`config.mk`:
```
export PLATFORM = sky130hd
export DESIGN_NAME = dapc_top
export DESIGN_NICKNAME = d
export VERILOG_FILES = /design/src/hdl/dapc_pkg.sv /design/src/hdl/dapc_sync2.sv /design/src/hdl/dapc_duty.sv /design/src/hdl/dapc_top.sv
export VERILOG_INCLUDE_DIRS = /design/src /design/src/hdl
export SDC_FILE = /design/constraint.sdc
export NUM_CORES = 2
export LEC_CHECK = 0
export BUFFER_PORTS_ARGS = -buffer_cell sky130_fd_sc_hd__buf_4
export CORE_MARGIN = 2
export CORE_UTILIZATION = 45
export DETAILED_ROUTE_END_ITERATION = 10
export SETUP_SLACK_MARGIN = 0.02
export SLEW_MARGIN = 40
export SYNTH_ARGS = -nofsm -noshare
export SYNTH_HDL_FRONTEND = slang
export SYNTH_HIERARCHICAL = 1
export SYNTH_SLANG_ARGS = --single-unit
```
`constraint.sdc`:
```
create_clock -name pclk -period 140.5 [get_ports pclk]
set_input_delay 28.1 -clock pclk [delete_from_list [all_inputs] [get_ports pclk]]
set_output_delay 28.1 -clock pclk [all_outputs]
set_load 0.1 [all_outputs]
```
`src/hdl/dapc_map.svh`:
```
// register offsets, field positions, reset values and timing counts of the aux protection block
`ifndef DAPC_MAP_SVH
`define DAPC_MAP_SVH
`define DAPC_OFF_CTRL 12'h000
`define DAPC_OFF_DUTY 12'h004
`define DAPC_OFF_STAT 12'h008
`define DAPC_OFF_IRQ_STAT 12'h00c
`define DAPC_OFF_IRQ_MASK 12'h010
`define DAPC_OFF_M2_TIME 12'h014
`define DAPC_OFF_M2_MOTOR 12'h018
`define DAPC_OFF_M2_OVL 12'h01c
`define DAPC_OFF_M2_BOOST 12'h020
`define DAPC_OFF_TERM_FUNC 12'h024
`define DAPC_OFF_OUT_FUNC 12'h028
`define DAPC_OFF_CYCLE 12'h02c
`define DAPC_BRK_LIMIT_RST 1'b1
`define DAPC_DUTY_RST 5'd10
`define DAPC_DUTY_MAX 5'd30
`define DAPC_PCT_SCALE 7'd100
`define DAPC_FUNC_FAN_ALARM 5'd18
`define DAPC_FUNC_FAULT 5'd17
`define DAPC_FUNC_SECOND_MOTOR 5'd12
`define DAPC_CONT_LIMIT_S 15
`define DAPC_CLK_HZ 64'd250000000
`define DAPC_CONT_LIMIT_CYC (`DAPC_CONT_LIMIT_S * `DAPC_CLK_HZ)
`define DAPC_MS_CYC 250000
`define DAPC_M2_ACC_RST 16'd10
`define DAPC_M2_DEC_RST 16'd50
`define DAPC_M2_BASE_RST 9'd60
`define DAPC_M2_VF_RST 2'd0
`define DAPC_M2_BOOST_RST 4'd5
`define DAPC_M2_STALL_RST 8'd150
`define DAPC_M2_OVL1_RST 8'd150
`define DAPC_M2_OVLC_RST 8'd100
`define DAPC_M2_CUR_RST 9'd263
`define DAPC_IRQ_FAN 0
`define DAPC_IRQ_TRIP 1
`define DAPC_IRQ_BRK_CUT 2
`define DAPC_IRQ_REJECT 3
`endif

```
`src/hdl/dapc_pkg.sv`:
```
// types of the aux protection block
`default_nettype none
package dapc_pkg;
    typedef struct packed {
        logic [15:0] accel_time;
        logic [15:0] decel_time;
        logic [8:0] base_freq;
        logic [1:0] vf_pattern;
        logic [3:0] fwd_boost;
        logic [3:0] rev_boost;
        logic [7:0] stall_level;
        logic [7:0] ovl_one_min;
        logic [7:0] ovl_cont;
        logic [8:0] rated_current;
    } dapc_motor_set_t;
    typedef enum logic [1:0] {
        DAPC_BRK_IDLE = 2'b00,
        DAPC_BRK_ON = 2'b01,
        DAPC_BRK_HOLD = 2'b10
    } dapc_brk_state_t;
endpackage
`default_nettype wire

```
`src/hdl/dapc_sync2.sv`:
```
// two-flop synchroniser for a bundle of pin levels
`default_nettype none
module dapc_sync2 #(
    parameter int W = 1
) (
    // clock and reset
    input wire logic pclk,
    input wire logic presetn,
    // levels
    input wire logic [W-1:0] d,
    output logic [W-1:0] q
);
    logic [W-1:0] meta_reg;
    logic [W-1:0] q_reg;
    always_ff @(posedge pclk or negedge presetn) begin
        if (!presetn) begin
            meta_reg <= '0;
            q_reg <= '0;
        end else begin
            meta_reg <= d;
            q_reg <= meta_reg;
        end
    end
    assign q = q_reg;
endmodule // dapc_sync2
`default_nettype wire

```
`src/hdl/dapc_duty.sv`:
```
// braking duty meter: cycle timer and decel share in percent
`default_nettype none
`include "dapc_map.svh"
module dapc_duty #(
    parameter int MS_CYC = `DAPC_MS_CYC
) (
    // clock and reset
    input wire logic pclk,
    input wire logic presetn,
    // operating phase
    input wire logic decel,
    input wire logic cycle_end,
    // measured duty of the last whole cycle
    output logic [6:0] duty_pct
);
    logic [17:0] ms_cnt_reg, ms_cnt_next;
    logic [31:0] tot_reg, tot_next;
    logic [31:0] dec_reg, dec_next;
    logic [6:0] pct_reg, pct_next;
    logic [38:0] scaled;
    always_comb begin
        ms_cnt_next = ms_cnt_reg + 18'h00001;
        tot_next = tot_reg;
        dec_next = dec_reg;
        pct_next = pct_reg;
        scaled = 39'(dec_reg) * 39'(`DAPC_PCT_SCALE);
        if (ms_cnt_reg == 18'(MS_CYC - 1)) begin
            ms_cnt_next = 18'h00000;
            tot_next = tot_reg + 32'h1;
            if (decel) begin
                dec_next = dec_reg + 32'h1;
            end
        end
        if (cycle_end) begin
            // decel over accel+steady+decel+stop, times 100
            if (tot_reg != 32'h0) begin
                pct_next = 7'(scaled / 39'(tot_reg));
            end
            tot_next = 32'h0;
            dec_next = 32'h0;
        end
    end
    always_ff @(posedge pclk or negedge presetn) begin
        if (!presetn) begin
            ms_cnt_reg <= 18'h00000;
            tot_reg <= 32'h0;
            dec_reg <= 32'h0;
            pct_reg <= 7'h00;
        end else begin
            ms_cnt_reg <= ms_cnt_next;
            tot_reg <= tot_next;
            dec_reg <= dec_next;
            pct_reg <= pct_next;
        end
    end
    assign duty_pct = pct_reg;
endmodule // dapc_duty
`default_nettype wire

```
`src/hdl/dapc_top.sv`:
```
// aux protection: braking limit, fan policy, fan fault, second motor set
//
// Design decisions made here: the APB slave port and the register offsets.
`default_nettype none
`include "dapc_map.svh"
// Notes on behaviour
// - limit select 0 unlimited, 1 capped, default 1
// - braking duty 0 to 30 percent, default 10
// - braking never on continuously beyond 15 s
// - duty is decel share of cycle times 100
// - fan policy 0: fan on while powered
// - fan policy 1: fan follows run with power
// - fan policy 1: overtemperature keeps fan running
// - action 0: keep running, function 18 alarms
// - action 1: fan fault stops drive, shows fault
// - on fan trip, function 17 outputs fault
// - second set active while function 12 input on
// - second set holds its own motor values
module dapc_top #(
    parameter longint CONT_LIMIT_CYC = `DAPC_CONT_LIMIT_CYC,
    parameter int MS_CYC = `DAPC_MS_CYC
) (
    // apb slave
    input wire logic pclk,
    input wire logic presetn,
    input wire logic psel,
    input wire logic penable,
    input wire logic pwrite,
    input wire logic [11:0] paddr,
    input wire logic [31:0] pwdata,
    output logic [31:0] prdata,
    output logic pready,
    output logic pslverr,
    // pins from the power stage and terminals
    input wire logic power_ok,
    input wire logic forward_run,
    input wire logic heatsink_hot,
    input wire logic fan_fault,
    input wire logic braking_request,
    input wire logic decel_phase,
    input wire logic [7:0] input_terminal_level,
    // outputs
    output logic dynamic_braking,
    output logic fan_on,
    output logic drive_stop,
    output logic led_fault_msg,
    output logic output_one,
    output logic output_two,
    output logic second_motor_active,
    output dapc_pkg::dapc_motor_set_t second_motor_set,
    output logic irq
);
    // ****************************************
    // pin synchronisation
    // ****************************************
    logic [13:0] pins_s;
    dapc_sync2 #(.W(14)) u_sync (
        .pclk(pclk),
        .presetn(presetn),
        .d({power_ok, forward_run, heatsink_hot, fan_fault, braking_request,
            decel_phase, input_terminal_level}),
        .q(pins_s)
    );
    logic pwr, run, hot, ffault, brk_req, dec;
    logic [7:0] term;
    assign {pwr, run, hot, ffault, brk_req, dec, term} = pins_s;

    // ****************************************
    // registers
    // ****************************************
    logic braking_limit_select_reg, braking_limit_select_next;
    logic [4:0] braking_duty_rate_reg, braking_duty_rate_next;
    logic fan_policy_reg, fan_policy_next;
    logic fan_failure_action_reg, fan_failure_action_next;
    logic cycle_end_reg, cycle_end_next;
    logic [39:0] input_terminal_function_reg, input_terminal_function_next;
    logic [4:0] output_one_function_reg, output_one_function_next;
    logic [4:0] output_two_function_reg, output_two_function_next;
    dapc_pkg::dapc_motor_set_t m2_reg, m2_next;
    logic [3:0] irq_stat_reg, irq_stat_next;
    logic [3:0] irq_mask_reg, irq_mask_next;
    logic [31:0] prdata_reg, prdata_next;
    logic tripped_reg, tripped_next;

    logic wr, rd, hit, reject_ev;
    logic [3:0] ev;
    logic [6:0] duty_pct;
    logic brk_cut;
    logic brk_limit_hit;
    assign wr = psel && penable && pwrite;
    assign rd = psel && !penable && !pwrite;

    function automatic logic known_off(input logic [11:0] a);
        known_off = (a <= `DAPC_OFF_CYCLE) && (a[1:0] == 2'b00);
    endfunction
    assign hit = known_off(paddr);

    // run-time-locked fields only take writes while stopped
    logic stopped;
    assign stopped = !run;

    always_comb begin
        braking_limit_select_next = braking_limit_select_reg;
        braking_duty_rate_next = braking_duty_rate_reg;
        fan_policy_next = fan_policy_reg;
        fan_failure_action_next = fan_failure_action_reg;
        input_terminal_function_next = input_terminal_function_reg;
        output_one_function_next = output_one_function_reg;
        output_two_function_next = output_two_function_reg;
        m2_next = m2_reg;
        irq_mask_next = irq_mask_reg;
        cycle_end_next = 1'b0;
        reject_ev = 1'b0;
        prdata_next = prdata_reg;
        if (wr && hit) begin
            case (paddr)
                `DAPC_OFF_CTRL: begin
                    braking_limit_select_next = pwdata[0];
                    fan_policy_next = pwdata[1];
                    fan_failure_action_next = pwdata[2];
                end
                `DAPC_OFF_DUTY: begin
                    // out-of-range rate is ignored
                    if (pwdata[4:0] <= `DAPC_DUTY_MAX && pwdata[31:5] == 27'h0) begin
                        braking_duty_rate_next = pwdata[4:0];
                    end
                end
                `DAPC_OFF_M2_TIME: begin
                    m2_next.accel_time = pwdata[15:0];
                    m2_next.decel_time = pwdata[31:16];
                end
                `DAPC_OFF_M2_OVL: begin
                    m2_next.ovl_one_min = pwdata[7:0];
                    m2_next.ovl_cont = pwdata[15:8];
                end
                `DAPC_OFF_M2_MOTOR: begin
                    if (stopped) begin
                        m2_next.base_freq = pwdata[8:0];
                        m2_next.vf_pattern = pwdata[10:9];
                        m2_next.stall_level = pwdata[18:11];
                        m2_next.rated_current = pwdata[27:19];
                    end else begin
                        reject_ev = 1'b1;
                    end
                end
                `DAPC_OFF_M2_BOOST: begin
                    if (stopped) begin
                        m2_next.fwd_boost = pwdata[3:0];
                        m2_next.rev_boost = pwdata[7:4];
                    end else begin
                        reject_ev = 1'b1;
                    end
                end
                `DAPC_OFF_TERM_FUNC: begin
                    input_terminal_function_next = {8'h00, pwdata};
                end
                `DAPC_OFF_OUT_FUNC: begin
                    output_one_function_next = pwdata[4:0];
                    output_two_function_next = pwdata[12:8];
                    input_terminal_function_next[39:32] = pwdata[23:16];
                end
                `DAPC_OFF_IRQ_MASK: irq_mask_next = pwdata[3:0];
                `DAPC_OFF_CYCLE: cycle_end_next = pwdata[0];
                default: ;
            endcase
        end
        if (rd) begin
            case (paddr)
                `DAPC_OFF_CTRL: prdata_next = {29'h0, fan_failure_action_reg,
                    fan_policy_reg, braking_limit_select_reg};
                `DAPC_OFF_DUTY: prdata_next = {9'h0, duty_pct, 11'h0, braking_duty_rate_reg};
                `DAPC_OFF_STAT: prdata_next = {24'h0, tripped_reg, second_motor_active,
                    dynamic_braking, fan_on, hot, ffault, run, pwr};
                `DAPC_OFF_IRQ_STAT: prdata_next = {28'h0, irq_stat_reg};
                `DAPC_OFF_IRQ_MASK: prdata_next = {28'h0, irq_mask_reg};
                `DAPC_OFF_M2_TIME: prdata_next = {m2_reg.decel_time, m2_reg.accel_time};
                `DAPC_OFF_M2_MOTOR: prdata_next = {4'h0, m2_reg.rated_current,
                    m2_reg.stall_level, m2_reg.vf_pattern, m2_reg.base_freq};
                `DAPC_OFF_M2_OVL: prdata_next = {16'h0, m2_reg.ovl_cont, m2_reg.ovl_one_min};
                `DAPC_OFF_M2_BOOST: prdata_next = {24'h0, m2_reg.rev_boost, m2_reg.fwd_boost};
                `DAPC_OFF_TERM_FUNC: prdata_next = input_terminal_function_reg[31:0];
                `DAPC_OFF_OUT_FUNC: prdata_next = {8'h0, input_terminal_function_reg[39:32],
                    3'h0, output_two_function_reg, 3'h0, output_one_function_reg};
                default: prdata_next = 32'h0;
            endcase
        end
    end

    // ****************************************
    // braking resistor
    // ****************************************
    dapc_duty #(.MS_CYC(MS_CYC)) u_duty (
        .pclk(pclk),
        .presetn(presetn),
        .decel(dec),
        .cycle_end(cycle_end_reg),
        .duty_pct(duty_pct)
    );
    dapc_pkg::dapc_brk_state_t brk_state_reg, brk_state_next;
    logic [41:0] on_cnt_reg, on_cnt_next;
    assign brk_limit_hit = braking_limit_select_reg && (duty_pct > 7'(braking_duty_rate_reg));
    always_comb begin
        brk_state_next = brk_state_reg;
        on_cnt_next = on_cnt_reg;
        brk_cut = 1'b0;
        case (brk_state_reg)
            dapc_pkg::DAPC_BRK_IDLE: begin
                on_cnt_next = 42'h0;
                if (brk_req && !brk_limit_hit) begin
                    brk_state_next = dapc_pkg::DAPC_BRK_ON;
                end
            end
            dapc_pkg::DAPC_BRK_ON: begin
                on_cnt_next = on_cnt_reg + 42'h1;
                if (!brk_req) begin
                    brk_state_next = dapc_pkg::DAPC_BRK_IDLE;
                end else if (on_cnt_reg >= 42'(CONT_LIMIT_CYC - 1) || brk_limit_hit) begin
                    brk_state_next = dapc_pkg::DAPC_BRK_HOLD;
                    brk_cut = 1'b1;
                end
            end
            dapc_pkg::DAPC_BRK_HOLD: begin
                // stays off until the request drops, so it never restarts mid-stop
                if (!brk_req) begin
                    brk_state_next = dapc_pkg::DAPC_BRK_IDLE;
                end
            end
            default: brk_state_next = dapc_pkg::DAPC_BRK_IDLE;
        endcase
    end

    // ****************************************
    // fan, fault, second motor
    // ****************************************
    logic fan_next, trip_now;
    logic alarm_next, fault_next, m2_sel_next;
    function automatic logic func_hit(input logic [4:0] f, input logic [4:0] code,
                                      input logic act);
        func_hit = (f == code) && act;
    endfunction
    always_comb begin
        if (!fan_policy_reg) begin
            fan_next = pwr;
        end else begin
            fan_next = pwr && (run || hot);
        end
        trip_now = ffault && fan_failure_action_reg;
        tripped_next = tripped_reg || trip_now;
        if (!pwr) begin
            tripped_next = 1'b0;
        end
        alarm_next = ffault && !fan_failure_action_reg;
        fault_next = tripped_next;
        m2_sel_next = 1'b0;
        for (int i = 0; i < 8; i++) begin
            if (input_terminal_function_reg[i*5 +: 5] == `DAPC_FUNC_SECOND_MOTOR && term[i]) begin
                m2_sel_next = 1'b1;
            end
        end
        ev[`DAPC_IRQ_FAN] = ffault;
        ev[`DAPC_IRQ_TRIP] = trip_now;
        ev[`DAPC_IRQ_BRK_CUT] = brk_cut;
        ev[`DAPC_IRQ_REJECT] = reject_ev;
        // event wins over the read-clear
        irq_stat_next = ((rd && paddr == `DAPC_OFF_IRQ_STAT) ? 4'h0 : irq_stat_reg) | ev;
    end
    logic fan_reg, alarm_reg, fault_reg, m2_sel_reg;
    always_ff @(posedge pclk or negedge presetn) begin
        if (!presetn) begin
            braking_limit_select_reg <= `DAPC_BRK_LIMIT_RST;
            braking_duty_rate_reg <= `DAPC_DUTY_RST;
            fan_policy_reg <= 1'b0;
            fan_failure_action_reg <= 1'b0;
            input_terminal_function_reg <= 40'h0;
            output_one_function_reg <= 5'h00;
            output_two_function_reg <= 5'h00;
            m2_reg <= '{`DAPC_M2_ACC_RST, `DAPC_M2_DEC_RST, `DAPC_M2_BASE_RST,
                `DAPC_M2_VF_RST, `DAPC_M2_BOOST_RST, `DAPC_M2_BOOST_RST,
                `DAPC_M2_STALL_RST, `DAPC_M2_OVL1_RST, `DAPC_M2_OVLC_RST, `DAPC_M2_CUR_RST};
            irq_stat_reg <= 4'h0;
            irq_mask_reg <= 4'h0;
            prdata_reg <= 32'h0;
            cycle_end_reg <= 1'b0;
            tripped_reg <= 1'b0;
            brk_state_reg <= dapc_pkg::DAPC_BRK_IDLE;
            on_cnt_reg <= 42'h0;
            fan_reg <= 1'b0;
            alarm_reg <= 1'b0;
            fault_reg <= 1'b0;
            m2_sel_reg <= 1'b0;
        end else begin
            braking_limit_select_reg <= braking_limit_select_next;
            braking_duty_rate_reg <= braking_duty_rate_next;
            fan_policy_reg <= fan_policy_next;
            fan_failure_action_reg <= fan_failure_action_next;
            input_terminal_function_reg <= input_terminal_function_next;
            output_one_function_reg <= output_one_function_next;
            output_two_function_reg <= output_two_function_next;
            m2_reg <= m2_next;
            irq_stat_reg <= irq_stat_next;
            irq_mask_reg <= irq_mask_next;
            prdata_reg <= prdata_next;
            cycle_end_reg <= cycle_end_next;
            tripped_reg <= tripped_next;
            brk_state_reg <= brk_state_next;
            on_cnt_reg <= on_cnt_next;
            fan_reg <= fan_next;
            alarm_reg <= alarm_next;
            fault_reg <= fault_next;
            m2_sel_reg <= m2_sel_next;
        end
    end

    // ****************************************
    // outputs
    // ****************************************
    assign dynamic_braking = (brk_state_reg == dapc_pkg::DAPC_BRK_ON) && !tripped_reg;
    assign fan_on = fan_reg;
    assign drive_stop = tripped_reg;
    assign led_fault_msg = tripped_reg;
    assign output_one = func_hit(output_one_function_reg, `DAPC_FUNC_FAN_ALARM, alarm_reg)
        || func_hit(output_one_function_reg, `DAPC_FUNC_FAULT, fault_reg);
    assign output_two = func_hit(output_two_function_reg, `DAPC_FUNC_FAN_ALARM, alarm_reg)
        || func_hit(output_two_function_reg, `DAPC_FUNC_FAULT, fault_reg);
    assign second_motor_active = m2_sel_reg;
    assign second_motor_set = m2_reg;
    assign irq = |(irq_stat_reg & irq_mask_reg);
    assign prdata = prdata_reg;
    assign pready = psel && penable;
    assign pslverr = psel && penable && !hit;
endmodule // dapc_top
`default_nettype wire

```
; Word-level counts from Yosys, hierarchy flattened
; Index checks and enable logic that the tools add are counted.
; W data, S select, Z words.
[classes]
n_bitwise = 3
mul = 1
div_mod_pow = 1
n_shift = 0
order_cmp = 4
addsub = 4
n_eq_ne = 29
reduce_logical = 62
mux = 33
[ops]
columns = cell, n
row1 = $pmux W32 S11, 1
row2 = $mux W32, 5
row3 = $pmux W42 S2, 1
row4 = $add A32 B1 Y32 const B, 2
row5 = $eq A12 B5 Y1 const B, 4
row6 = $eq A12 B6 Y1 const B, 4
row7 = $add A42 B1 Y42 const B, 1
row8 = $ge A42 B32 Y1 const B, 1
row9 = $eq A5 B4 Y1 const B, 8
row10 = $div A39 B32 Y39, 1
row11 = $mul A32 B5 Y37 const B, 1
row12 = $reduce_bool A32 Y1, 1
row13 = $logic_and A1 B1 Y1, 27
row14 = $logic_not A27 Y1, 1
row15 = $eq A12 B4 Y1 const B, 2
row16 = $eq A5 B5 Y1 const B, 4
row17 = $add A18 B1 Y18 const B, 1
row18 = $eq A18 B18 Y1 const B, 1
row19 = $mux W1, 18
row20 = $mux W18, 1
row21 = $reduce_and A2 Y1, 9
row22 = $pmux W8 S2, 1
row23 = $eq A12 B3 Y1 const B, 1
row24 = $le A12 B6 Y1 const B, 1
row25 = other kinds (20), 40
[totals]
register_bits = 348
mem_count = 0
mem_bits_ro = 0
inputBits = 63
ram_bits = 0
wordCells = 171
latch_bits = 0

; Longest topological paths before layout
[depth]
depth_word = 10
depth_mapped = 944
depth_no_buf = 855

; Cells and area by module
; Netlist, hierarchy kept.
[modules_own_cells]
columns = module, seq_area_each_um2, n_inst, cells_each, area_per_inst_um2
row1 = dapc_duty, 2227.1, 1, 8939, 61428.9
row2 = dapc_top, 5819.3, 1, 965, 11155.7
row3 = dapc_sync2, 700.7, 1, 28, 700.7

; Least setup slack after synthesis
; Ideal clock, no wire load.
[synth_timing]
path_type = reg-to-reg
start = reg u_duty.dec_reg[2]
end = reg u_duty.pct_reg[0], in the netlist u_duty/duty_pct[0]
stages_incl_launch_ff = 911
required_ns = 140.372
setup_time_ns = 0.128
path_slack_ns = -10.712
period_less_slack_ns = 151.212
arrival_ns = 151.084
path_cell_list = dfrtp_1 inv_1 clkbuf_1 ha_1 ha_1 fa_1 ha_1 nor2b_1 o31ai_2 a211oi_2 or3_1 buf_2 o311ai_4 nand4_4 or4_1 buf_2 nor3_1 nand4_1 [... 875 more ...] mux2_1 ha_1 a21o_1 a21o_1 a21oi_1 nor2b_1 o21ai_0 nand2b_1 a21oi_1 nor2b_1 o21ai_0 a21boi_0 o21ai_0 a211oi_1 o31ai_1 nand4_1 a311oi_1 o21ai_1
[synth_between]
elab_chain_cells = 2
[synth_lines]
columns = item, line_no
row1 = "start, declared", dapc_duty.sv:18  ; logic [31:0] dec_reg, dec_next;
row2 = "start signal, assigned", dapc_duty.sv:52  ; dec_reg <= dec_next;
row3 = $mul A32 B5 Y37, dapc_duty.sv:26  ; scaled = 39'(dec_reg) * 39'(`DAPC_PCT_SCALE);
row4 = $div A39 B32 Y39, dapc_duty.sv:37  ; pct_next = 7'(scaled / 39'(tot_reg));
row5 = "end signal, assigned", dapc_duty.sv:53  ; pct_reg <= pct_next;
row6 = "end, declared", dapc_duty.sv:19  ; logic [6:0] pct_reg, pct_next;
; No other way between the ends.
; A chain may end at the register's enable or synchronous reset.

==> reports/results.tsv <==
stage	metric	value	unit
grt	grt_max_degree	85	
place	dpl.hpwl	232000	microns
sta	setup_ws	7.54	ns
floorplan	rows	148	
layout	fin_util	54.0	%
synthesis	ys_seq_area_share	11.9	%
sta	fmax	0.00752	GHz
setup_path	max_stage_delay	0.62	ns
cts	cts.sinks	348	
sta	finalSetupTns	0	ns
route	drtAntennaViolNets	0	
synthesis	syn-num-nets	10900	
sta	period_minus_slack	132.96	ns
pwr	cellLeakagePower	40.4	nW
route	drt_iter0_drc	6795	
synthesis	syn_inst	9932	
pwr	vdd_drop_max	0.00889	mV
floorplan	fp.dieW	408	microns
route	first_pass_iters	6	
sta	max_slew_margin	36.6	%
setup_path	critPathSlowestCell	or4_4	
setup_path	arrival	133.42	ns
setup_path	r2r_setup_slack	7.54	ns
place	dp.cells	12700	
grt	grt_pass1_vias	74700	
grt	grt_overflow	0	
layout	drive_above_1_share	20.7	%
route	vias	79800	
sta	finalMaxSlewViolations	0	
floorplan	coreArea	0.162	sq mm
sta	tightest_slew	0.944	ns
floorplan	dieArea	0.166	sq mm
cts	h-tree-depth	2	
sta	post-route-period-util	94.6	%
layout	final_cell_mix	1049 x nor2_1, 1002 x buf_4, 915 x a21oi_1	
synthesis	ys.flop_type	dfrtp_1	
setup_path	required	140.96	ns
setup_path	critPathCaptureType	flop	
grt	grt_util_all_layers	33.8	%
setup_path	crit_top_cell	a21o_1	
layout	postLayoutCellArea	0.0876	sq mm
cts	cts_hold_buf	0	
sta	setup_viol	0	
synthesis	synth_cell_types	143	
floorplan	start_util	45.2	%
cts	path_clk_slew	0.07	ns
sta	clock_skew	0.0626	ns
synthesis	ys_seq_elements	348	
synthesis	syn_avg_cell_area	7.38	sq um
route	wl	299000	microns
layout	finalNonFillerCells	12900	
place	gp_congestion	1.01	
setup_path	cp_max_fo	17	
floorplan	num_io_pins	189	
synthesis	yosysWarnings	6	
cts	root_buffer	clkbuf_16	
cts	clk_path_buf_depth	3	
hold_path	min_path_type	reg -> reg	
setup_path	crit_type	reg -> reg	
place	dpl-instance-area	0.0819	sq mm
route	wl_per_cell	23.2	microns
cts	cts_tree	done	
place	io_buffers	188	
pwr	power_density	2.48	mW/mm^2
synthesis	synthArstFlopShare	100	%
synthesis	synth_edf_count	0	
status	status	finished, final reports clean	
grt	antenna_found_initial	7	
floorplan	die_h	408	microns
layout	largest_reg_flops	84	
route	vias_per_cell	6.19	
place	pre_cts_ws	-1.08	ns
cts	cts_buffers	39	
sta	finalHoldViolCount	0	
layout	finalNetCount	11700	
layout	syn2layout_area_growth	19.6	%
synthesis	syn-cell-area	0.0733	sq mm
job	drv_cap	0	
cts	insertion_delay	0.63	ns
grt	grt_pass1_wl	446000	microns
setup_path	cp-start-kind	flop	
route	route.detailed.drc	0	
layout	layout_commonest_cell	nor2_1	
==> kinds of logic (layout without fill, tap and decap cells) <==
| group | after synthesis | in the layout | synth area share [%] |
|---|---|---|---|
| AO/OA/AOI/OAI | 3101 | 3103 | 27.2 |
| XOR/XNOR | 928 | 928 | 11.2 |
| adder cells (fa/ha/maj) | 898 | 898 | 15.6 |
| buffers and inverters | 791 | 1585 | 4.20 |
| flip-flops | 348 | 348 | 11.9 |
| multiplexers | 352 | 352 | 5.40 |
| other | 0 | 4 | 0 |
| AND/OR/NAND/NOR | 3514 | 3515 | 24.4 |
==> power by group <==
| part | internal [W] | switching (W) | total, W |
|---|---|---|---|
| combinational | 0.00000212 | 0.00000601 | 0.00000817 |
| clock | 0.0000588 | 0.0000489 | 0.000108 |
| sequential | 0.000101 | 0.000000536 | 0.000101 |
==> final timing paths <==
path                                      end                start  cells after the start
setup / recovery           u_duty/duty_pct[0]    u_duty/dec_reg[1]                    793
hold / removal                   u_sync/q[12]  u_sync/meta_reg[12]                      0
setup reg to reg           u_duty/duty_pct[0]    u_duty/dec_reg[1]                    811
hold reg to reg                  u_sync/q[12]  u_sync/meta_reg[12]                      0
max in group asynchronous  u_duty/dec_reg[17]              presetn                      3
min in group asynchronous  u_duty/tot_reg[30]              presetn                      1
==> cell usage after synthesis, types with 48 or more instances <==
cell type / n / area [sq um]
a21oi_1: 1106 / 5540
nor2_1: 1089 / 4090
ha_1: 866 / 10800
xnor2_1: 604 / 5290
nand2_1: 594 / 2230
a21o_1: 482 / 3620
o21ai_0: 476 / 2380
inv_1: 458 / 1720
dfrtp_1: 317 / 7930
xor2_1: 313 / 2740
nand3_1: 311 / 1560
mux2_2: 270 / 3040
nor3_1: 261 / 1310
o21a_1: 213 / 1600
clkbuf_1: 210 / 788
nand2b_1: 202 / 1260
nand4_1: 197 / 1230
and2_1: 122 / 763
nor4_1: 111 / 694
nor2b_1: 105 / 657
or3_1: 105 / 657
and3_1: 91 / 569
o21bai_1: 80 / 601
a31oi_1: 68 / 425
o21ai_1: 59 / 295
o31ai_1: 59 / 443
or4_1: 57 / 428
or2_2: 56 / 350
buf_2: 55 / 275
a211oi_1: 53 / 398
mux2i_1: 52 / 521
buf_1: 49 / 184
and4_1: 48 / 420
==> cell type report <==
| type | instances | area (sq um) |
|---|---|---|
| Inverter | 468 | 1760 |
| Multi-Input combinational cell | 8796 | 64900 |
| Sequential cell | 348 | 8750 |
| Antenna cell | 4 | 10.0 |
| Timing Repair Buffer | 1046 | 8190 |
| Clock inverter | 21 | 233 |
| Clock buffer | 50 | 1070 |
| Fill cell | 15800 | 74600 |
| Tap cell | 2175 | 2720 |
==> routing by layer <==
layer | track usage, % | routed length, microns | vias up
met1 | 44.8 | 130000 | 38300
met2 | 56.3 | 136000 | 2797
met4 | 12.2 | 13400 | 2
met5 | 0 | 13 | -
li1 | - | - | 38100
met3 | 3.81 | 19500 | 644
==> critical path: cells and delay by family (launching register included) <==
kind,cells,cell delay [ns]
AO/OA/AOI/OAI,462,75.92
adder cells (fa/ha/maj),36,10.62
buffers and inverters,64,7.18
multiplexers,9,3.11
AND/OR/NAND/NOR,205,30.40
flip-flops,1,0.37
XOR/XNOR,17,3.04
==> metrics by stage <==
stage          total power (W)  hold slack (ns)
2_1_floorplan         0.000106            0.331
3_3_place_gp          0.000111            0.333
3_5_place_dp          0.000111            0.335
4_1_cts               0.000220            0.353
5_1_grt               0.000224            0.356
6_report              0.000217            0.352
==> repair_timing <==
item,CTS,global route
pin swaps,13,278
endpoints found under the setup margin,1,3
gates cloned,1,8
setup buffers,14,156
gates resized for setup,50,688
Note: power is estimated with default switching activity, not from simulation.
